==> src/hw/wutcd_defs.svh <==
// register indices, field positions, reset values and divider counts
`ifndef WUTCD_DEFS_SVH
`define WUTCD_DEFS_SVH

// register indices; byte address is four times the index
`define WUTCD_IDX_COMP_RELOAD_HI 8'h1f
`define WUTCD_IDX_COMP_RELOAD_LO 8'h20
`define WUTCD_IDX_COMP_COUNT_HI  8'h21
`define WUTCD_IDX_COMP_COUNT_LO  8'h22
`define WUTCD_IDX_WAKE_CTRL      8'h23
`define WUTCD_IDX_WAKE_RELOAD_HI 8'h24
`define WUTCD_IDX_WAKE_RELOAD_LO 8'h25
`define WUTCD_IDX_WAKE_COUNT_HI  8'h26
`define WUTCD_IDX_WAKE_COUNT_LO  8'h27
`define WUTCD_IDX_STATUS         8'h30

// wake timer control fields
`define WUTCD_CTRL_ACTIVE        7
`define WUTCD_CTRL_GATE          6
`define WUTCD_CTRL_TRIM          5
`define WUTCD_CTRL_CARD_DETECT   4
`define WUTCD_CTRL_RELOAD        3
`define WUTCD_CTRL_AUTO_WAKE     2
`define WUTCD_CTRL_CLKSEL_HI     1
`define WUTCD_CTRL_CLKSEL_LO     0

// status fields
`define WUTCD_STAT_IRQ_FLAG      0
`define WUTCD_STAT_CARD_FLAG     1
`define WUTCD_STAT_DETECT_BUSY   2
`define WUTCD_STAT_CARD_SEEN     3

// reset values
`define WUTCD_RST_BYTE           8'h00
`define WUTCD_RST_WORD           16'h0000
`define WUTCD_RST_SEL            2'h0

// count clock selection codes and last prescaler count of each divided code
`define WUTCD_SEL_DIRECT         2'h0
`define WUTCD_SEL_DIV8           2'h1
`define WUTCD_SEL_DIV16          2'h2
`define WUTCD_SEL_DIV32          2'h3
`define WUTCD_DIV8_LAST          5'h07
`define WUTCD_DIV16_LAST         5'h0f
`define WUTCD_DIV32_LAST         5'h1f

`endif

==> src/hw/wutcd_pkg.sv <==
// types shared by the wake-up timer and its count clock prescaler
package wutcd_pkg;

  typedef enum logic [1:0] {
    WUTCD_DET_IDLE  = 2'b00,
    WUTCD_DET_FIELD = 2'b01,
    WUTCD_DET_DONE  = 2'b10
  } wutcd_det_t;

  typedef struct packed {
    logic [4:0] count;
    logic       tick;
  } wutcd_pre_state_t;

  typedef struct packed {
    // bus answer
    logic        ack;
    logic [31:0] rdata;
    // companion timer
    logic [7:0]  comp_reload_hi;
    logic [7:0]  comp_reload_lo;
    logic [15:0] comp_count;
    // wake timer control and count
    logic        active;
    logic        trim;
    logic        card_detect;
    logic        reload;
    logic        auto_wake;
    logic [1:0]  clk_sel;
    logic [7:0]  wake_reload_hi;
    logic [7:0]  wake_reload_lo;
    logic [15:0] wake_count;
    // flags and detection sequence
    logic        irq_flag;
    logic        card_flag;
    logic        card_seen;
    wutcd_det_t  det;
    // outputs
    logic        irq;
    logic        wake_up;
    logic        trim_start;
    logic        power_down;
    logic        stay_active;
    logic        detect_start;
    logic        rf_field;
  } wutcd_state_t;

endpackage

==> src/hw/wutcd_prescale.sv <==
// count clock prescaler: passes or divides the oscillator tick
`timescale 1ns/1ns
`default_nettype none
`include "wutcd_defs.svh"

module wutcd_prescale (
  // clock and reset
  input  wire logic       clk_sys_in,
  input  wire logic       rst_b_in,
  // control
  input  wire logic       clear_in,
  input  wire logic [1:0] sel_in,
  input  wire logic       lfo_tick_in,
  // divided tick
  output logic            tick_out
);

  wutcd_pkg::wutcd_pre_state_t s_ff;
  wutcd_pkg::wutcd_pre_state_t nxt_s;

  function automatic logic [4:0] last_count(input logic [1:0] sel);
    if (sel == `WUTCD_SEL_DIV8) begin
      last_count = `WUTCD_DIV8_LAST;
    end else if (sel == `WUTCD_SEL_DIV16) begin
      last_count = `WUTCD_DIV16_LAST;
    end else begin
      last_count = `WUTCD_DIV32_LAST;
    end
  endfunction

  always_comb begin
    nxt_s = s_ff;
    nxt_s.tick = 1'b0;
    // restart the phase so the first period is a whole one
    if (clear_in) begin
      nxt_s.count = 5'h00;
    end else if (lfo_tick_in) begin
      if (sel_in == `WUTCD_SEL_DIRECT) begin
        nxt_s.tick = 1'b1;
        nxt_s.count = 5'h00;
      end else if (s_ff.count >= last_count(sel_in)) begin
        nxt_s.tick = 1'b1;
        nxt_s.count = 5'h00;
      end else begin
        nxt_s.count = s_ff.count + 5'h01;
      end
    end
  end

  always_ff @(posedge clk_sys_in) begin
    if (!rst_b_in) begin
      s_ff <= '0;
    end else begin
      s_ff <= nxt_s;
    end
  end

  assign tick_out = s_ff.tick;

endmodule
`default_nettype wire

==> src/hw/wutcd_top.sv <==
// wake-up timer with card detect sequencing and companion field timer
`timescale 1ns/1ns
`default_nettype none
`include "wutcd_defs.svh"

module wutcd_top (
  // clock and reset
  input  wire logic        clk_sys_in,
  input  wire logic        rst_b_in,
  // wishbone slave
  input  wire logic        wb_cyc_in,
  input  wire logic        wb_stb_in,
  input  wire logic        wb_we_in,
  input  wire logic [11:0] wb_adr_in,
  input  wire logic [3:0]  wb_sel_in,
  input  wire logic [31:0] wb_dat_in,
  output logic [31:0]      wb_dat_out,
  output logic             wb_ack_out,
  // count clock sources
  input  wire logic        lfo_tick_in,
  input  wire logic        comp_tick_in,
  // analogue side of detection and trimming
  input  wire logic        card_present_in,
  input  wire logic        trim_done_in,
  // power and event outputs
  output logic             irq_out,
  output logic             wake_up_out,
  output logic             trim_start_out,
  output logic             power_down_out,
  output logic             stay_active_out,
  output logic             detect_start_out,
  output logic             rf_field_out
);

  wutcd_pkg::wutcd_state_t s_ff;
  wutcd_pkg::wutcd_state_t nxt_s;

  logic       wb_req;
  logic       wb_adr_ok;
  logic [7:0] wb_idx;
  logic       wb_wr;
  logic       ctrl_wr;
  logic       wake_start;
  logic       wake_stop;
  logic       presc_tick;
  logic       wake_uf;
  logic       comp_end;
  logic       card_hit;

  function automatic logic [15:0] join_bytes(input logic [7:0] hi,
                                             input logic [7:0] lo);
    join_bytes = {hi, lo};
  endfunction

  // readback mux; unmapped indices read as zero
  function automatic logic [7:0] read_reg(
      input wutcd_pkg::wutcd_state_t st,
      input logic [7:0]              idx);
    if (idx == `WUTCD_IDX_COMP_RELOAD_HI) begin
      read_reg = st.comp_reload_hi;
    end else if (idx == `WUTCD_IDX_COMP_RELOAD_LO) begin
      read_reg = st.comp_reload_lo;
    end else if (idx == `WUTCD_IDX_COMP_COUNT_HI) begin
      read_reg = st.comp_count[15:8];
    end else if (idx == `WUTCD_IDX_COMP_COUNT_LO) begin
      read_reg = st.comp_count[7:0];
    end else if (idx == `WUTCD_IDX_WAKE_CTRL) begin
      // running shown, gate bit reads zero
      read_reg = {st.active, 1'b0, st.trim, st.card_detect,
                  st.reload, st.auto_wake, st.clk_sel};
    end else if (idx == `WUTCD_IDX_WAKE_RELOAD_HI) begin
      read_reg = st.wake_reload_hi;
    end else if (idx == `WUTCD_IDX_WAKE_RELOAD_LO) begin
      read_reg = st.wake_reload_lo;
    end else if (idx == `WUTCD_IDX_WAKE_COUNT_HI) begin
      read_reg = st.wake_count[15:8];
    end else if (idx == `WUTCD_IDX_WAKE_COUNT_LO) begin
      read_reg = st.wake_count[7:0];
    end else if (idx == `WUTCD_IDX_STATUS) begin
      read_reg = {4'h0, st.card_seen,
                  st.det != wutcd_pkg::WUTCD_DET_IDLE,
                  st.card_flag, st.irq_flag};
    end else begin
      read_reg = 8'h00;
    end
  endfunction

  // bus decode: one request per ack, low byte lane carries data
  assign wb_req    = wb_cyc_in & wb_stb_in & ~s_ff.ack;
  assign wb_adr_ok = (wb_adr_in[11:10] == 2'b00) &&
                     (wb_adr_in[1:0] == 2'b00);
  assign wb_idx    = wb_adr_in[9:2];
  assign wb_wr     = wb_req & wb_we_in & wb_sel_in[0] & wb_adr_ok;
  assign ctrl_wr   = wb_wr && (wb_idx == `WUTCD_IDX_WAKE_CTRL);

  // a write changes running only with gate bit set; a one-shot underflow also clears it
  assign wake_start = ctrl_wr && wb_dat_in[`WUTCD_CTRL_GATE] &&
                      wb_dat_in[`WUTCD_CTRL_ACTIVE] && !s_ff.active;
  assign wake_stop  = ctrl_wr && wb_dat_in[`WUTCD_CTRL_GATE] &&
                      !wb_dat_in[`WUTCD_CTRL_ACTIVE];

  // underflow on the tick that reaches zero
  assign wake_uf = s_ff.active && presc_tick && !wake_start &&
                   !wake_stop && (s_ff.wake_count <= 16'h0001);

  // window closes when companion count reaches zero
  assign comp_end = (s_ff.det == wutcd_pkg::WUTCD_DET_FIELD) &&
                    comp_tick_in && (s_ff.comp_count <= 16'h0001);
  assign card_hit = s_ff.card_seen | card_present_in;

  wutcd_prescale u_prescale (
    .clk_sys_in  (clk_sys_in),
    .rst_b_in    (rst_b_in),
    .clear_in    (wake_start),
    .sel_in      (s_ff.clk_sel),
    .lfo_tick_in (lfo_tick_in),
    .tick_out    (presc_tick)
  );

  always_comb begin
    nxt_s = s_ff;
    nxt_s.ack = 1'b0;
    nxt_s.wake_up = 1'b0;
    nxt_s.trim_start = 1'b0;
    nxt_s.power_down = 1'b0;
    nxt_s.detect_start = 1'b0;

    // bus answer one cycle after the request
    if (wb_req) begin
      nxt_s.ack = 1'b1;
      if (wb_adr_ok && !wb_we_in) begin
        nxt_s.rdata = {24'h000000, read_reg(s_ff, wb_idx)};
      end else begin
        nxt_s.rdata = 32'h00000000;
      end
    end

    // register writes; flag clears come before hardware sets
    if (wb_wr) begin
      if (wb_idx == `WUTCD_IDX_COMP_RELOAD_HI) begin
        nxt_s.comp_reload_hi = wb_dat_in[7:0];
      end else if (wb_idx == `WUTCD_IDX_COMP_RELOAD_LO) begin
        nxt_s.comp_reload_lo = wb_dat_in[7:0];
      end else if (wb_idx == `WUTCD_IDX_WAKE_CTRL) begin
        nxt_s.trim        = wb_dat_in[`WUTCD_CTRL_TRIM];
        nxt_s.card_detect = wb_dat_in[`WUTCD_CTRL_CARD_DETECT];
        nxt_s.reload      = wb_dat_in[`WUTCD_CTRL_RELOAD];
        nxt_s.auto_wake   = wb_dat_in[`WUTCD_CTRL_AUTO_WAKE];
        nxt_s.clk_sel     = wb_dat_in[`WUTCD_CTRL_CLKSEL_HI:
                                      `WUTCD_CTRL_CLKSEL_LO];
        if (wb_dat_in[`WUTCD_CTRL_GATE]) begin
          nxt_s.active = wb_dat_in[`WUTCD_CTRL_ACTIVE];
        end
      end else if (wb_idx == `WUTCD_IDX_WAKE_RELOAD_HI) begin
        nxt_s.wake_reload_hi = wb_dat_in[7:0];
      end else if (wb_idx == `WUTCD_IDX_WAKE_RELOAD_LO) begin
        nxt_s.wake_reload_lo = wb_dat_in[7:0];
      end else if (wb_idx == `WUTCD_IDX_STATUS) begin
        if (wb_dat_in[`WUTCD_STAT_IRQ_FLAG]) begin
          nxt_s.irq_flag = 1'b0;
        end
        if (wb_dat_in[`WUTCD_STAT_CARD_FLAG]) begin
          nxt_s.card_flag = 1'b0;
        end
      end
    end

    // start loads wake count from reload bytes
    if (wake_start) begin
      nxt_s.wake_count = join_bytes(s_ff.wake_reload_hi,
                                    s_ff.wake_reload_lo);
    end else if (wake_uf) begin
      // underflow sets flag, wins over clear
      nxt_s.irq_flag = 1'b1;
      nxt_s.wake_up = s_ff.auto_wake;
      nxt_s.trim_start = s_ff.trim;
      // detection mode reloads with no gap
      if (s_ff.reload || s_ff.card_detect) begin
        nxt_s.wake_count = join_bytes(s_ff.wake_reload_hi,
                                      s_ff.wake_reload_lo);
      end else begin
        nxt_s.wake_count = 16'h0000;
        nxt_s.active = 1'b0;
      end
    end else if (s_ff.active && presc_tick && !wake_stop) begin
      nxt_s.wake_count = s_ff.wake_count - 16'h0001;
    end

    // trimming finished: back to sleep only when auto wake is set
    if (trim_done_in && s_ff.auto_wake) begin
      nxt_s.power_down = 1'b1;
      nxt_s.stay_active = 1'b0;
    end

    // card detection sequence
    case (s_ff.det)
      wutcd_pkg::WUTCD_DET_IDLE: begin
        if (wake_uf && s_ff.card_detect) begin
          // companion loads from both reload bytes
          nxt_s.comp_count = join_bytes(s_ff.comp_reload_hi,
                                        s_ff.comp_reload_lo);
          nxt_s.card_seen = 1'b0;
          nxt_s.rf_field = 1'b1;
          nxt_s.detect_start = 1'b1;
          nxt_s.stay_active = 1'b0;
          nxt_s.det = wutcd_pkg::WUTCD_DET_FIELD;
        end
      end
      wutcd_pkg::WUTCD_DET_FIELD: begin
        // field held on while companion counts
        nxt_s.card_seen = card_hit;
        if (comp_end) begin
          nxt_s.comp_count = 16'h0000;
          nxt_s.rf_field = 1'b0;
          nxt_s.det = wutcd_pkg::WUTCD_DET_DONE;
        end else if (comp_tick_in) begin
          nxt_s.comp_count = s_ff.comp_count - 16'h0001;
        end
      end
      wutcd_pkg::WUTCD_DET_DONE: begin
        nxt_s.det = wutcd_pkg::WUTCD_DET_IDLE;
        if (s_ff.card_seen) begin
          // card found: flag and stay awake
          nxt_s.card_flag = 1'b1;
          nxt_s.stay_active = 1'b1;
        end else if (s_ff.auto_wake) begin
          // no card: power down when enabled
          nxt_s.power_down = 1'b1;
        end
      end
      default: begin
        nxt_s.det = wutcd_pkg::WUTCD_DET_IDLE;
        nxt_s.rf_field = 1'b0;
      end
    endcase

    // interrupt line follows the sticky flags in the same cycle
    nxt_s.irq = nxt_s.irq_flag | nxt_s.card_flag;
  end

  always_ff @(posedge clk_sys_in) begin
    if (!rst_b_in) begin
      s_ff <= '0;
      s_ff.det <= wutcd_pkg::WUTCD_DET_IDLE;
    end else begin
      s_ff <= nxt_s;
    end
  end

  assign wb_dat_out       = s_ff.rdata;
  assign wb_ack_out       = s_ff.ack;
  assign irq_out          = s_ff.irq;
  assign wake_up_out      = s_ff.wake_up;
  assign trim_start_out   = s_ff.trim_start;
  assign power_down_out   = s_ff.power_down;
  assign stay_active_out  = s_ff.stay_active;
  assign detect_start_out = s_ff.detect_start;
  assign rf_field_out     = s_ff.rf_field;

endmodule
`default_nettype wire

==> config.mk <==
export PLATFORM = sky130hd
export DESIGN_NAME = wutcd_top
export DESIGN_NICKNAME = d
export VERILOG_FILES = /design/src/hw/wutcd_pkg.sv /design/src/hw/wutcd_prescale.sv /design/src/hw/wutcd_top.sv
export VERILOG_INCLUDE_DIRS = /design/src /design/src/hw
export SDC_FILE = /design/constraint.sdc
export NUM_CORES = 1
export LEC_CHECK = 0
export BUFFER_PORTS_ARGS = -buffer_cell sky130_fd_sc_hd__buf_2
export CORE_MARGIN = 1.5
export CORE_UTILIZATION = 40
export DETAILED_ROUTE_END_ITERATION = 8
export PLACE_DENSITY = 0.57
export SYNTH_ARGS = -nofsm -noshare
export SYNTH_HDL_FRONTEND = slang
export SYNTH_SLANG_ARGS = --single-unit
==> constraint.sdc <==
create_clock -name clk_sys_in -period 3.1 [get_ports clk_sys_in]
set_clock_uncertainty 0.05 [all_clocks]
set_input_delay 0.62 -clock clk_sys_in [delete_from_list [all_inputs] [get_ports clk_sys_in]]
set_output_delay 0.62 -clock clk_sys_in [all_outputs]
set_load 0.02 [all_outputs]
==> results by group, run 1 <==
Routing
  – Via count: approximately 5.8k
  – Residual DRC: 0
  – Vias per inst: 5.98
  – ANT nets after route: 0
  – Avg WL per Cell: 19.6 um
  – First-pass DRT Iterations: 7
  – Final WL: ~19000 um
  – Number of DRC markers in iteration 0: 624

Critical path
  – Setup crit end: s_ff[58]
  – Crit path max fanout: 19
  – Worst r2r src: s_ff[26]
  – Critical path, cell by cell: nor4_1, nand4b_1, a2111oi_2, a21oi_2, buf_4, a221oi_1, nor3_1
  – R2r endpoint: s_ff[58]
  – Startpoint types: register
  – Setup Crit Path Kind: reg2reg
  – Crit path max-delay cell type: a2111oi_2
  – Crit end category: register
  – CP startpoint: s_ff[26]
  – Critical Path AT: about 3100 ps
  – Slowest cell delay on critical path: around 850 ps
  – Reg-to-reg slack, setup: approximately 200 ps
  – CP required: 3270 ps
  – Reg2Reg Depth: 7

Pwr
  – Max IR drop VDD: approximately 0.23 mV
  – PD cells: between 300 and 400 mW/mm^2
  – Leak pwr: ~2.7 nW
  – Pwr Total: roughly 0.0026 W

Global routing
  – Wire length of the first global-routing pass: ~30000 um
  – Met1 Use GR: 35.3%
  – Total GRT Usage: 24.2%
  – Global route overflow: 0
  – Grt peak-use layer: met2
  – Met3 Resource Use GR: roughly 4.7%
  – Largest net degree at the start of global routing: 60
  – Vias in the first global route: between 5k and 6k
  – Routing usage on met2: 35.7%
  – Number of antenna violations at the first check in global routing: 0

Synthesis
  – Post-synth EDFFs: 0
  – Gate Count Post-Synth: between 700 and 800
  – Post-synthesis mux area share: under 10%
  – Post-synth top flop: dfxtp_1
  – Count of cell types in the netlist: between 70 and 80
  – Mapped cell area: ~0.006 mm^2
  – Seq/Total Area, Yosys: ~33%
  – Largest family of logic cells by synthesized area: simple AND/OR/NAND/NOR gates
  – Mapped Avg Cell Area: between 8 and 9 um^2
  – Post-Synth XOR/XNOR Area: 2.38%
  – Synth Area in Adders: 1.91%
  – Simple-gate share of the synthesized area: approximately 26%
  – Synth Area in Compound Gates: 21.9%
  – Synth warnings: 0
  – Fraction of registers with async set or reset after synthesis: 0%
  – FF+latch count, synth: slightly below 100

CTS
  – Depth of the CTS H-tree: 3
  – Clock latency on the worst-skew pair: roughly 360 ps
  – Number of CTS-inserted buffers: 9
  – TritonCTS Sinks: between 90 and 100
  – Post-cts resize count: 0
  – Clk root buf: clkbuf_16
  – Longest Clk Path Bufs: 2
  – Reg clk slew, reported paths: ~70 ps
  – Hold Buf Count CTS: 0
  – TritonCTS clock tree: done
  – Post-CTS setup repair buffer count: 0

Floorplan
  – Die X: between 100 and 150 um
  – I/O pin count: slightly below 100
  – Initial Utilization: approximately two fifths
  – Num rows: between 40 and 50
  – Die Y-Extent: about 120 um
  – Die area: around 0.015 mm^2
  – Core Region: between 0.01 and 0.015 mm^2

Timing
  – Setup_tns: 0 ps
  – Worst-Margin Slew: 890 ps
  – Period utilisation layout: a little over nine tenths
  – RSZ-0062 raised after global routing: no
  – Max-slew violations: 0
  – Max Clock Freq: roughly 340 MHz
  – Worst slew margin: about two fifths
  – Final Hold Violating Endpoints: 0
  – Setup violations, final: 0
  – Crit path time final: between 2000 and 3000 ps

Final layout
  – Layout cell share with drive strength beyond 1: between 10% and 20%
  – Largest register FFs: 76
  – Multi-input logic area: 0.00353 mm^2
  – Register with the most flip-flops: s_ff
  – Fill count: ~1.4k
  – Layout Utilization: ~45%
  – Final #Nets: between 800 and 900
  – Ant diodes: 0
  – Register area: a little under 0.002 mm^2
  – Layout Area Growth over Synthesis: 11.5%

Place
  – Port buffer count: 45
  – Post-detail-place hpwl: approximately 14000 um
  – Placer Congestion: a little over 0.9

Flow run
  – Max-cap viol count: 0

Run status
  – Status: complete, no violations

Hold path
  – Worst hold-check path type: reg2reg
[worst max-delay path: cells and delay by family, from the launching register on]
| kind | cells | cell delay (ps) |
|---|---|---|
| AOI/OAI and AO/OA | 3 | 1140 |
| buffers and inverters | 1 | 240 |
| DFF | 1 | 390 |
| and+or+nand+nor | 3 | 950 |
[stage by stage]
step	worst slack (ps)	instance area, um^2	hold slack [ps]	instances
after global placement	211	6250	389	949
after floorplan	584	5970	382	758
final	196	6560	400	965
after detailed placement	210	6250	393	949
after global routing	82.5	6560	429	965
after CTS	304	6560	402	965
[Yosys cell counts (9+ instances only)]
| library cell | n | area (um^2) |
|---|---|---|
| nor3_1 | 28 | 140 |
| ha_1 | 9 | 113 |
| nor2b_1 | 11 | 68.8 |
| nand2_1 | 73 | 274 |
| nor2_1 | 88 | 330 |
| dfxtp_1 | 98 | 1960 |
| nor4_1 | 9 | 56.3 |
| inv_1 | 16 | 60.1 |
| xor2_1 | 11 | 96.3 |
| o21ai_0 | 35 | 175 |
| a211oi_1 | 12 | 90.1 |
| clkbuf_1 | 27 | 101 |
| a21oi_1 | 55 | 275 |
| and3_1 | 12 | 75.1 |
| buf_4 | 32 | 240 |
| mux2i_1 | 30 | 300 |
| a221oi_1 | 15 | 131 |
| nand3_1 | 25 | 125 |
[report_power, final]
part	total (W)	internal, W	switching, W
clock network	0.00118	0.000653	0.000522
logic	0.000165	0.0000459	0.000119
registers	0.00126	0.00126	0.00000240
total	0.00260	0.00196	0.000644
[cell type report]
class / count / share of cell area, %
Sequential cell: 98 / 29.9
Multi-Input combinational cell: 573 / 53.8
Tap cell: 184 / 3.51
Inverter: 16 / 0.916
Clock buffer: 11 / 3.70
Clock inverter: 5 / 0.954
Timing Repair Buffer: 78 / 7.21
[cells in the final DEF, fill, tap and decap left out, types with 8 or more instances in the layout]
master / count
and3_1: 12
nor2b_1: 11
conb_1: 24
o21ai_0: 35
mux2i_1: 30
o221ai_1: 8
clkbuf_16: 9
buf_4: 33
nand3_1: 25
a221oi_1: 15
nand2_1: 73
a21oi_1: 55
dfxtp_1: 98
ha_1: 9
a211oi_1: 12
xor2_1: 11
nor3_1: 28
buf_2: 45
nor2_1: 88
inv_1: 15
nor4_1: 9
[layer usage]
| layer | share of wire, % | wire, um |
|---|---|---|
| met5 | 0 | 0 |
| met4 | 2.4 | 459 |
| met2 | 42 | 8010 |
| met3 | 8.2 | 1550 |
| met1 | 47 | 8850 |
[how the worst min path moves through the flow]
stage / from / endpoint / slack, ps / depth (start not counted)
after floorplan: wb_dat_out[4] / wb_dat_out[4] / 380 / 2
after global placement: wb_dat_out[4] / wb_dat_out[4] / 390 / 2
after detailed placement: wb_dat_out[7] / wb_dat_out[7] / 390 / 2
after CTS: wb_dat_out[7] / wb_dat_out[7] / 400 / 2
after global routing: wb_dat_out[4] / wb_dat_out[4] / 430 / 2
final: wb_dat_out[7] / wb_dat_out[7] / 400 / 2
[cell families after synthesis]
| kind of cell | count (synthesis) |
|---|---|
| AOI/OAI and AO/OA | 191 |
| xor gates and xnor gates | 16 |
| adders and majority gates | 9 |
| DFF | 98 |
| muxes | 35 |
| and+or+nand+nor | 298 |
| buffers and inverters | 87 |
| other | 1 |
No activity file was read; power rests on OpenSTA's default activity.
==> run 2, diff against run 1 <==
clock period = 3.7 ns   (was 3.1 ns; I/O delays follow)
==> results by group, run 2 (synthesis results as in run 1) <==
CTS
  – TritonCTS Sinks: 98 (unchanged)
  – Reg clk slew, reported paths: 70 ps (about the same)
  – Longest Clk Path Bufs: 2 (unchanged)
  – Clock latency on the worst-skew pair: 360 ps (about the same)
  – Depth of the CTS H-tree: 3 (unchanged)
  – TritonCTS clock tree: done (unchanged)
  – Post-CTS setup repair buffer count: 0 (unchanged)
  – Number of CTS-inserted buffers: 9 (unchanged)
  – Hold Buf Count CTS: 0 (unchanged)
  – Clk root buf: clkbuf_16 (unchanged)
  – Post-cts resize count: 0 (unchanged)

Final layout
  – Layout cell share with drive strength beyond 1: 13.1% (was 15.7%)
  – Register with the most flip-flops: s_ff (unchanged)
  – Layout Area Growth over Synthesis: 8.74% (was 11.5%)
  – Layout Utilization: 44.3% (was 45.5%)
  – Commonest non-fill, non-tap cells in the layout: 98 x dfxtp_1, 88 x nor2_1, 73 x nand2_1 (unchanged)
  – Ant diodes: 0 (unchanged)
  – Final #Nets: 820 (was 842)
  – Largest register FFs: 76 (unchanged)
  – Post-route cell area: 0.00640 mm^2 (was 0.00656 mm^2)
  – Fill count: 1484 (was 1434)
  – Leading cell type in the layout, fill and taps excluded: dfxtp_1 (unchanged)

Global routing
  – Total GRT Usage: 23.7% (was 24.2%)
  – Wire length of the first global-routing pass: 29000 um (was 29500 um)
  – Number of antenna violations at the first check in global routing: 0 (unchanged)
  – Global route overflow: 0 (unchanged)
  – Vias in the first global route: 5176 (was 5236)
  – Largest net degree at the start of global routing: 69 (was 60)

Pwr
  – Max IR drop VDD: 0.219 mV (was 0.228 mV)
  – PD cells: 343 mW/mm^2 (was 397 mW/mm^2)
  – NetSw: 0.000503 W (was 0.000644 W)
  – Pwr Total: 0.00220 W (was 0.00260 W)
  – Flop pwr share: 48.2% (was 48.5%)
  – Clk pwr share: 45.7% (was 45.2%)
  – Leak pwr: 2.56 nW (was 2.65 nW)
  – Sw Share: 22.9% (was 24.7%)
  – Comb power frac: 6.1% (was 6.3%)
  – Internal Pwr Total: 0.00169 W (was 0.00196 W)

Floorplan
  – Initial Utilization: 40.8% (unchanged)
  – Die area: 0.0154 mm^2 (unchanged)
  – Die Y-Extent: 124 um (unchanged)
  – Core Region: 0.0144 mm^2 (unchanged)
  – Die X: 124 um (unchanged)
  – I/O pin count: 97 (unchanged)
  – Num rows: 44 (unchanged)

Routing
  – First-pass DRT Iterations: 5 (was 7)
  – Avg WL per Cell: 19.5 um (was 19.6 um)
  – Number of DRC markers in iteration 0: 635 (was 624)
  – Residual DRC: 0 (unchanged)
  – Via count: 5676 (was 5773)
  – Vias per inst: 6.03 (was 5.98)
  – ANT nets after route: 0 (unchanged)
  – Final WL: 18300 um (was 18900 um)

Critical path
  – Critical path, cell by cell: buf_2, or4_4, or3_1, nor2_2, nand2_1, mux2i_1, nor2_1 (was nor4_1, nand4b_1, a2111oi_2, a21oi_2, buf_4, a221oi_1, nor3_1)
  – Worst r2r src: s_ff[27] (was s_ff[26])
  – Slowest cell delay on critical path: 560 ps (was 850 ps)
  – CP required: 3890 ps (was 3270 ps)
  – Crit end category: register (unchanged)
  – Crit path max-delay cell type: or3_1 (was a2111oi_2)
  – Startpoint types: input port (was register)
  – Crit path max fanout: 10 (was 19)
  – Critical Path AT: 3010 ps (was 3070 ps)
  – CP startpoint: wb_adr_in[11] (was s_ff[26])
  – Setup Crit Path Kind: in2reg (was reg2reg)
  – Crit path max-delay family: simple AND/OR/NAND/NOR gates (was compound AO/OA/AOI/OAI gates)
  – Critical path buffers and inverters: 1 (unchanged)

Timing
  – Final Hold Violating Endpoints: 0 (unchanged)
  – Worst slew margin: 34.2% (was 40.5%)
  – Setup_tns: 0 ps (unchanged)
  – Worst-Margin Slew: 985 ps (was 890 ps)
  – Crit path time final: 2810 ps
  – RSZ-0062 raised after global routing: no (unchanged)
  – Max-slew violations: 0 (unchanged)
  – Max Clock Freq: between 300 and 400 MHz
  – Setup violations, final: 0 (unchanged)
  – Period utilisation layout: 76.1%

Hold path
  – Worst hold-check path type: reg2reg (unchanged)
  – Hold_sp: wb_dat_out[7] (unchanged)

Place
  – Post-detail-place hpwl: 13800 um (was 14300 um)
  – Placed cell areas: 0.00609 mm^2 (was 0.00625 mm^2)
  – Port buffer count: 45 (unchanged)
  – Placer Congestion: 0.947 (was 0.934)

Flow run
  – Max-cap viol count: 0 (unchanged)

Run status
  – Status: complete, no violations (unchanged)
run 2: cell types whose count changed in the layout (fill, tap and decap cells not counted):
cell	change
inv_6	-1
buf_4	-22
clkinv_2	+1
bufinv_16	+1
clkinvlp_4	-2
clkinv_4	-1
run 2: routing by layer:
layer,routed length (um),vias up,global-route usage (%)
met5,0,-,0
met4,449,0,8.86
met3,1510,35,4.81
met2,7960,270,35.6
met1,8420,2703,33.6
li1,-,2668,-
run 2: final cells by class:
class,instances,area (um^2),share of cell area (%)
repair buffers,56,308,4.81
clock buffers,11,243,3.79
flip-flops and latches,98,1960,30.7
multi-input cells,573,3530,55.2
inverters,16,60.1,0.939
clock inverters,3,65.1,1.02
well taps,184,230,3.60
run 2: power by group through the flow:
stage | Combinational, W | Clock, W | Sequential [W]
final | 0.000133 | 0.00100 | 0.00106
after global routing | 0.000143 | 0.00107 | 0.00106
after CTS | 0.000132 | 0.00102 | 0.00106
after detailed placement | 0.000132 | 0 | 0.00108
after global placement | 0.000130 | 0 | 0.00108
after floorplan | 0.0000992 | 0 | 0.00108
run 2: final timing paths:
check / slack (ps) / cells after the start / to
setup / recovery: 890 / 7 / s_ff[42]
setup reg to reg: 980 / 7 / s_ff[62]
hold / removal: 400 / 2 / wb_dat_out[7]
hold reg to reg: 400 / 2 / wb_dat_out[7]
run 2: worst reg2reg max path: stages, from the launching register on:
cell       delay [ps]
dfxtp_1           390
nor4_1            500
nand4b_1          400
a2111oi_2         380
buf_4             210
a21o_1            400
nor2_1             80
a211oi_1          220
run 2: through the flow:
step | worst slack [ps] | hold WS, ps | cells
floorplan | 1060 | 382 | 758
global placement | 555 | 389 | 927
detailed placement | 516 | 393 | 927
CTS | 883 | 403 | 941
global route | 746 | 438 | 941
finish | 885 | 400 | 941
==> run 3, diff against run 2 <==
clock period = 2.63 ns   (was 3.7 ns; I/O delays follow)
==> results by group, run 3 (synthesis results as in run 1) <==
Routing
  – First-pass DRT Iterations: 5 (unchanged)
  – Number of DRC markers in iteration 0: 576 (was 635)
  – Via count: 5782 (was 5676)
  – Residual DRC: 0 (unchanged)
  – ANT nets after route: 0 (unchanged)
  – Vias per inst: 5.86 (was 6.03)
  – Avg WL per Cell: 19.1 um (was 19.5 um)
  – Final WL: 18800 um (was 18300 um)

Critical path
  – Crit path max fanout: 19 (was 10)
  – R2r endpoint: s_ff[64] (was s_ff[62])
  – Crit path max-delay family: simple AND/OR/NAND/NOR gates (unchanged)
  – Critical path buffers and inverters: 2 (was 1)
  – Critical path, cell by cell: nor4_1, nand4b_1, a2111oi_2, buf_4, a21oi_2, buf_12, a221oi_1, nor3_1 (was buf_2, or4_4, or3_1, nor2_2, nand2_1, mux2i_1, nor2_1)
  – Startpoint types: register (was input port)
  – Reg2Reg Depth: 8 (was 7)
  – Setup Crit Path Kind: reg2reg (was in2reg)
  – Reg-to-reg slack, setup: 110 ps (was 980 ps)
  – Slowest cell delay on critical path: 500 ps (was 560 ps)
  – Worst r2r src: s_ff[27] (unchanged)
  – Critical Path AT: 2700 ps (was 3010 ps)
  – Crit end category: register (unchanged)
  – Crit path max-delay cell type: nor4_1 (was or3_1)
  – CP required: 2810 ps (was 3890 ps)

CTS
  – Hold Buf Count CTS: 0 (unchanged)
  – Longest Clk Path Bufs: 2 (unchanged)
  – Depth of the CTS H-tree: 3 (unchanged)
  – Post-cts resize count: 0 (unchanged)
  – Post-CTS setup repair buffer count: 0 (unchanged)
  – TritonCTS clock tree: done (unchanged)
  – TritonCTS Sinks: 98 (unchanged)
  – Clk root buf: clkbuf_16 (unchanged)
  – Number of CTS-inserted buffers: 9 (unchanged)
  – Clock latency on the worst-skew pair: 360 ps (about the same)
  – Reg clk slew, reported paths: 70 ps (about the same)

Final layout
  – Layout cell share with drive strength beyond 1: 18.0% (was 13.1%)
  – Largest register FFs: 76 (unchanged)
  – Leading cell type in the layout, fill and taps excluded: dfxtp_1 (unchanged)
  – Layout Area Growth over Synthesis: 15.2% (was 8.74%)
  – Layout Utilization: 47.0% (was 44.3%)
  – Final #Nets: 863 (was 820)
  – Fill count: 1468 (was 1484)
  – Register with the most flip-flops: s_ff (unchanged)
  – Commonest non-fill, non-tap cells in the layout: 98 x dfxtp_1, 88 x nor2_1, 73 x nand2_1 (unchanged)
  – Ant diodes: 0 (unchanged)

Hold path
  – Worst hold endpoint: power_down_out (was wb_dat_out[7])
  – WHS Path Cells: 2 (unchanged)
  – Worst hold-check path type: in2reg (was reg2reg)
  – Hold_sp: trim_done_in (was wb_dat_out[7])

Timing
  – Worst slew margin: 47.7% (was 34.2%)
  – Max Clock Freq: roughly 400 MHz
  – Final Hold Violating Endpoints: 0 (unchanged)
  – Setup violations, final: 0 (unchanged)
  – Worst-Margin Slew: 784 ps (was 985 ps)
  – Crit path time final: between 2000 and 3000 ps
  – Setup_tns: 0 ps (unchanged)
  – RSZ-0062 raised after global routing: no (unchanged)
  – Period utilisation layout: between 90 and 100%
  – Max-slew violations: 0 (unchanged)

Place
  – Post-detail-place hpwl: 14400 um (was 13800 um)
  – Port buffer count: 45 (unchanged)
  – Placer Congestion: 0.940 (was 0.947)

Floorplan
  – I/O pin count: 97 (unchanged)
  – Die area: 0.0154 mm^2 (unchanged)
  – Num rows: 44 (unchanged)
  – Initial Utilization: 40.8% (unchanged)
  – Die X: 124 um (unchanged)
  – Core Region: 0.0144 mm^2 (unchanged)
  – Die Y-Extent: 124 um (unchanged)

Pwr
  – Leak pwr: 2.79 nW (was 2.56 nW)
  – PD cells: 454 mW/mm^2 (was 343 mW/mm^2)
  – Max IR drop VDD: 0.282 mV (was 0.219 mV)

Global routing
  – Vias in the first global route: 5326 (was 5176)
  – Total GRT Usage: 24.3% (was 23.7%)
  – Number of antenna violations at the first check in global routing: 0 (unchanged)
  – Wire length of the first global-routing pass: 29600 um (was 29000 um)
  – Global route overflow: 0 (unchanged)
  – Largest net degree at the start of global routing: 78 (was 69)

Run status
  – Status: complete, no violations (unchanged)

Flow run
  – Max-cap viol count: 0 (unchanged)
[run 3: how the worst max path moves through the flow]
stage                       start       end  slack, ps  cells after the start
global route             s_ff[27]  s_ff[59]         10                      8
floorplan           wb_adr_in[11]  s_ff[45]        210                      7
global placement     wb_adr_in[9]  s_ff[15]       -150                      8
detailed placement  wb_adr_in[11]  s_ff[15]       -120                      7
CTS                      s_ff[27]  s_ff[64]        150                      8
finish                   s_ff[27]  s_ff[64]        110                      8
[run 3: stage by stage]
step / setup WS (ps) / power [W] / hold slack [ps] / instances / cell area, um^2
after floorplan: 208 / 0.00166 / 382 / 758 / 5970
after global placement: -149 / 0.00172 / 393 / 970 / 6470
after detailed placement: -125 / 0.00172 / 395 / 970 / 6470
after CTS: 152 / 0.00310 / 385 / 986 / 6780
after global routing: 14.2 / 0.00319 / 383 / 986 / 6780
final: 107 / 0.00308 / 387 / 986 / 6780
[run 3: area by class of cell]
cell class                 instances  area [um^2]  area share (%)
inverter                          16         60.1           0.886
timing repair buffer              99          693            10.2
clock buffer                      11          243            3.58
tap                              184          230            3.40
sequential                        98         1960            28.9
multi-input combinational        573         3530            52.1
clock inverter                     5         61.3           0.905
[run 3: report_power, final]
group | total [W] | switching [W] | leakage (nW) | internal (W)
clock | 0.00139 | 0.000618 | 0.151 | 0.000772
combinational | 0.000201 | 0.000141 | 1.85 | 0.0000598
sequential | 0.00149 | 0.00000263 | 0.789 | 0.00148
[run 3: layer usage]
layer	vias up	share of wire, %	track usage, %
met1	2755	46	34.6
met5	-	0	0
met4	0	2.5	8.92
li1	2748	-	-
met2	247	44	36.2
met3	32	8.0	4.81
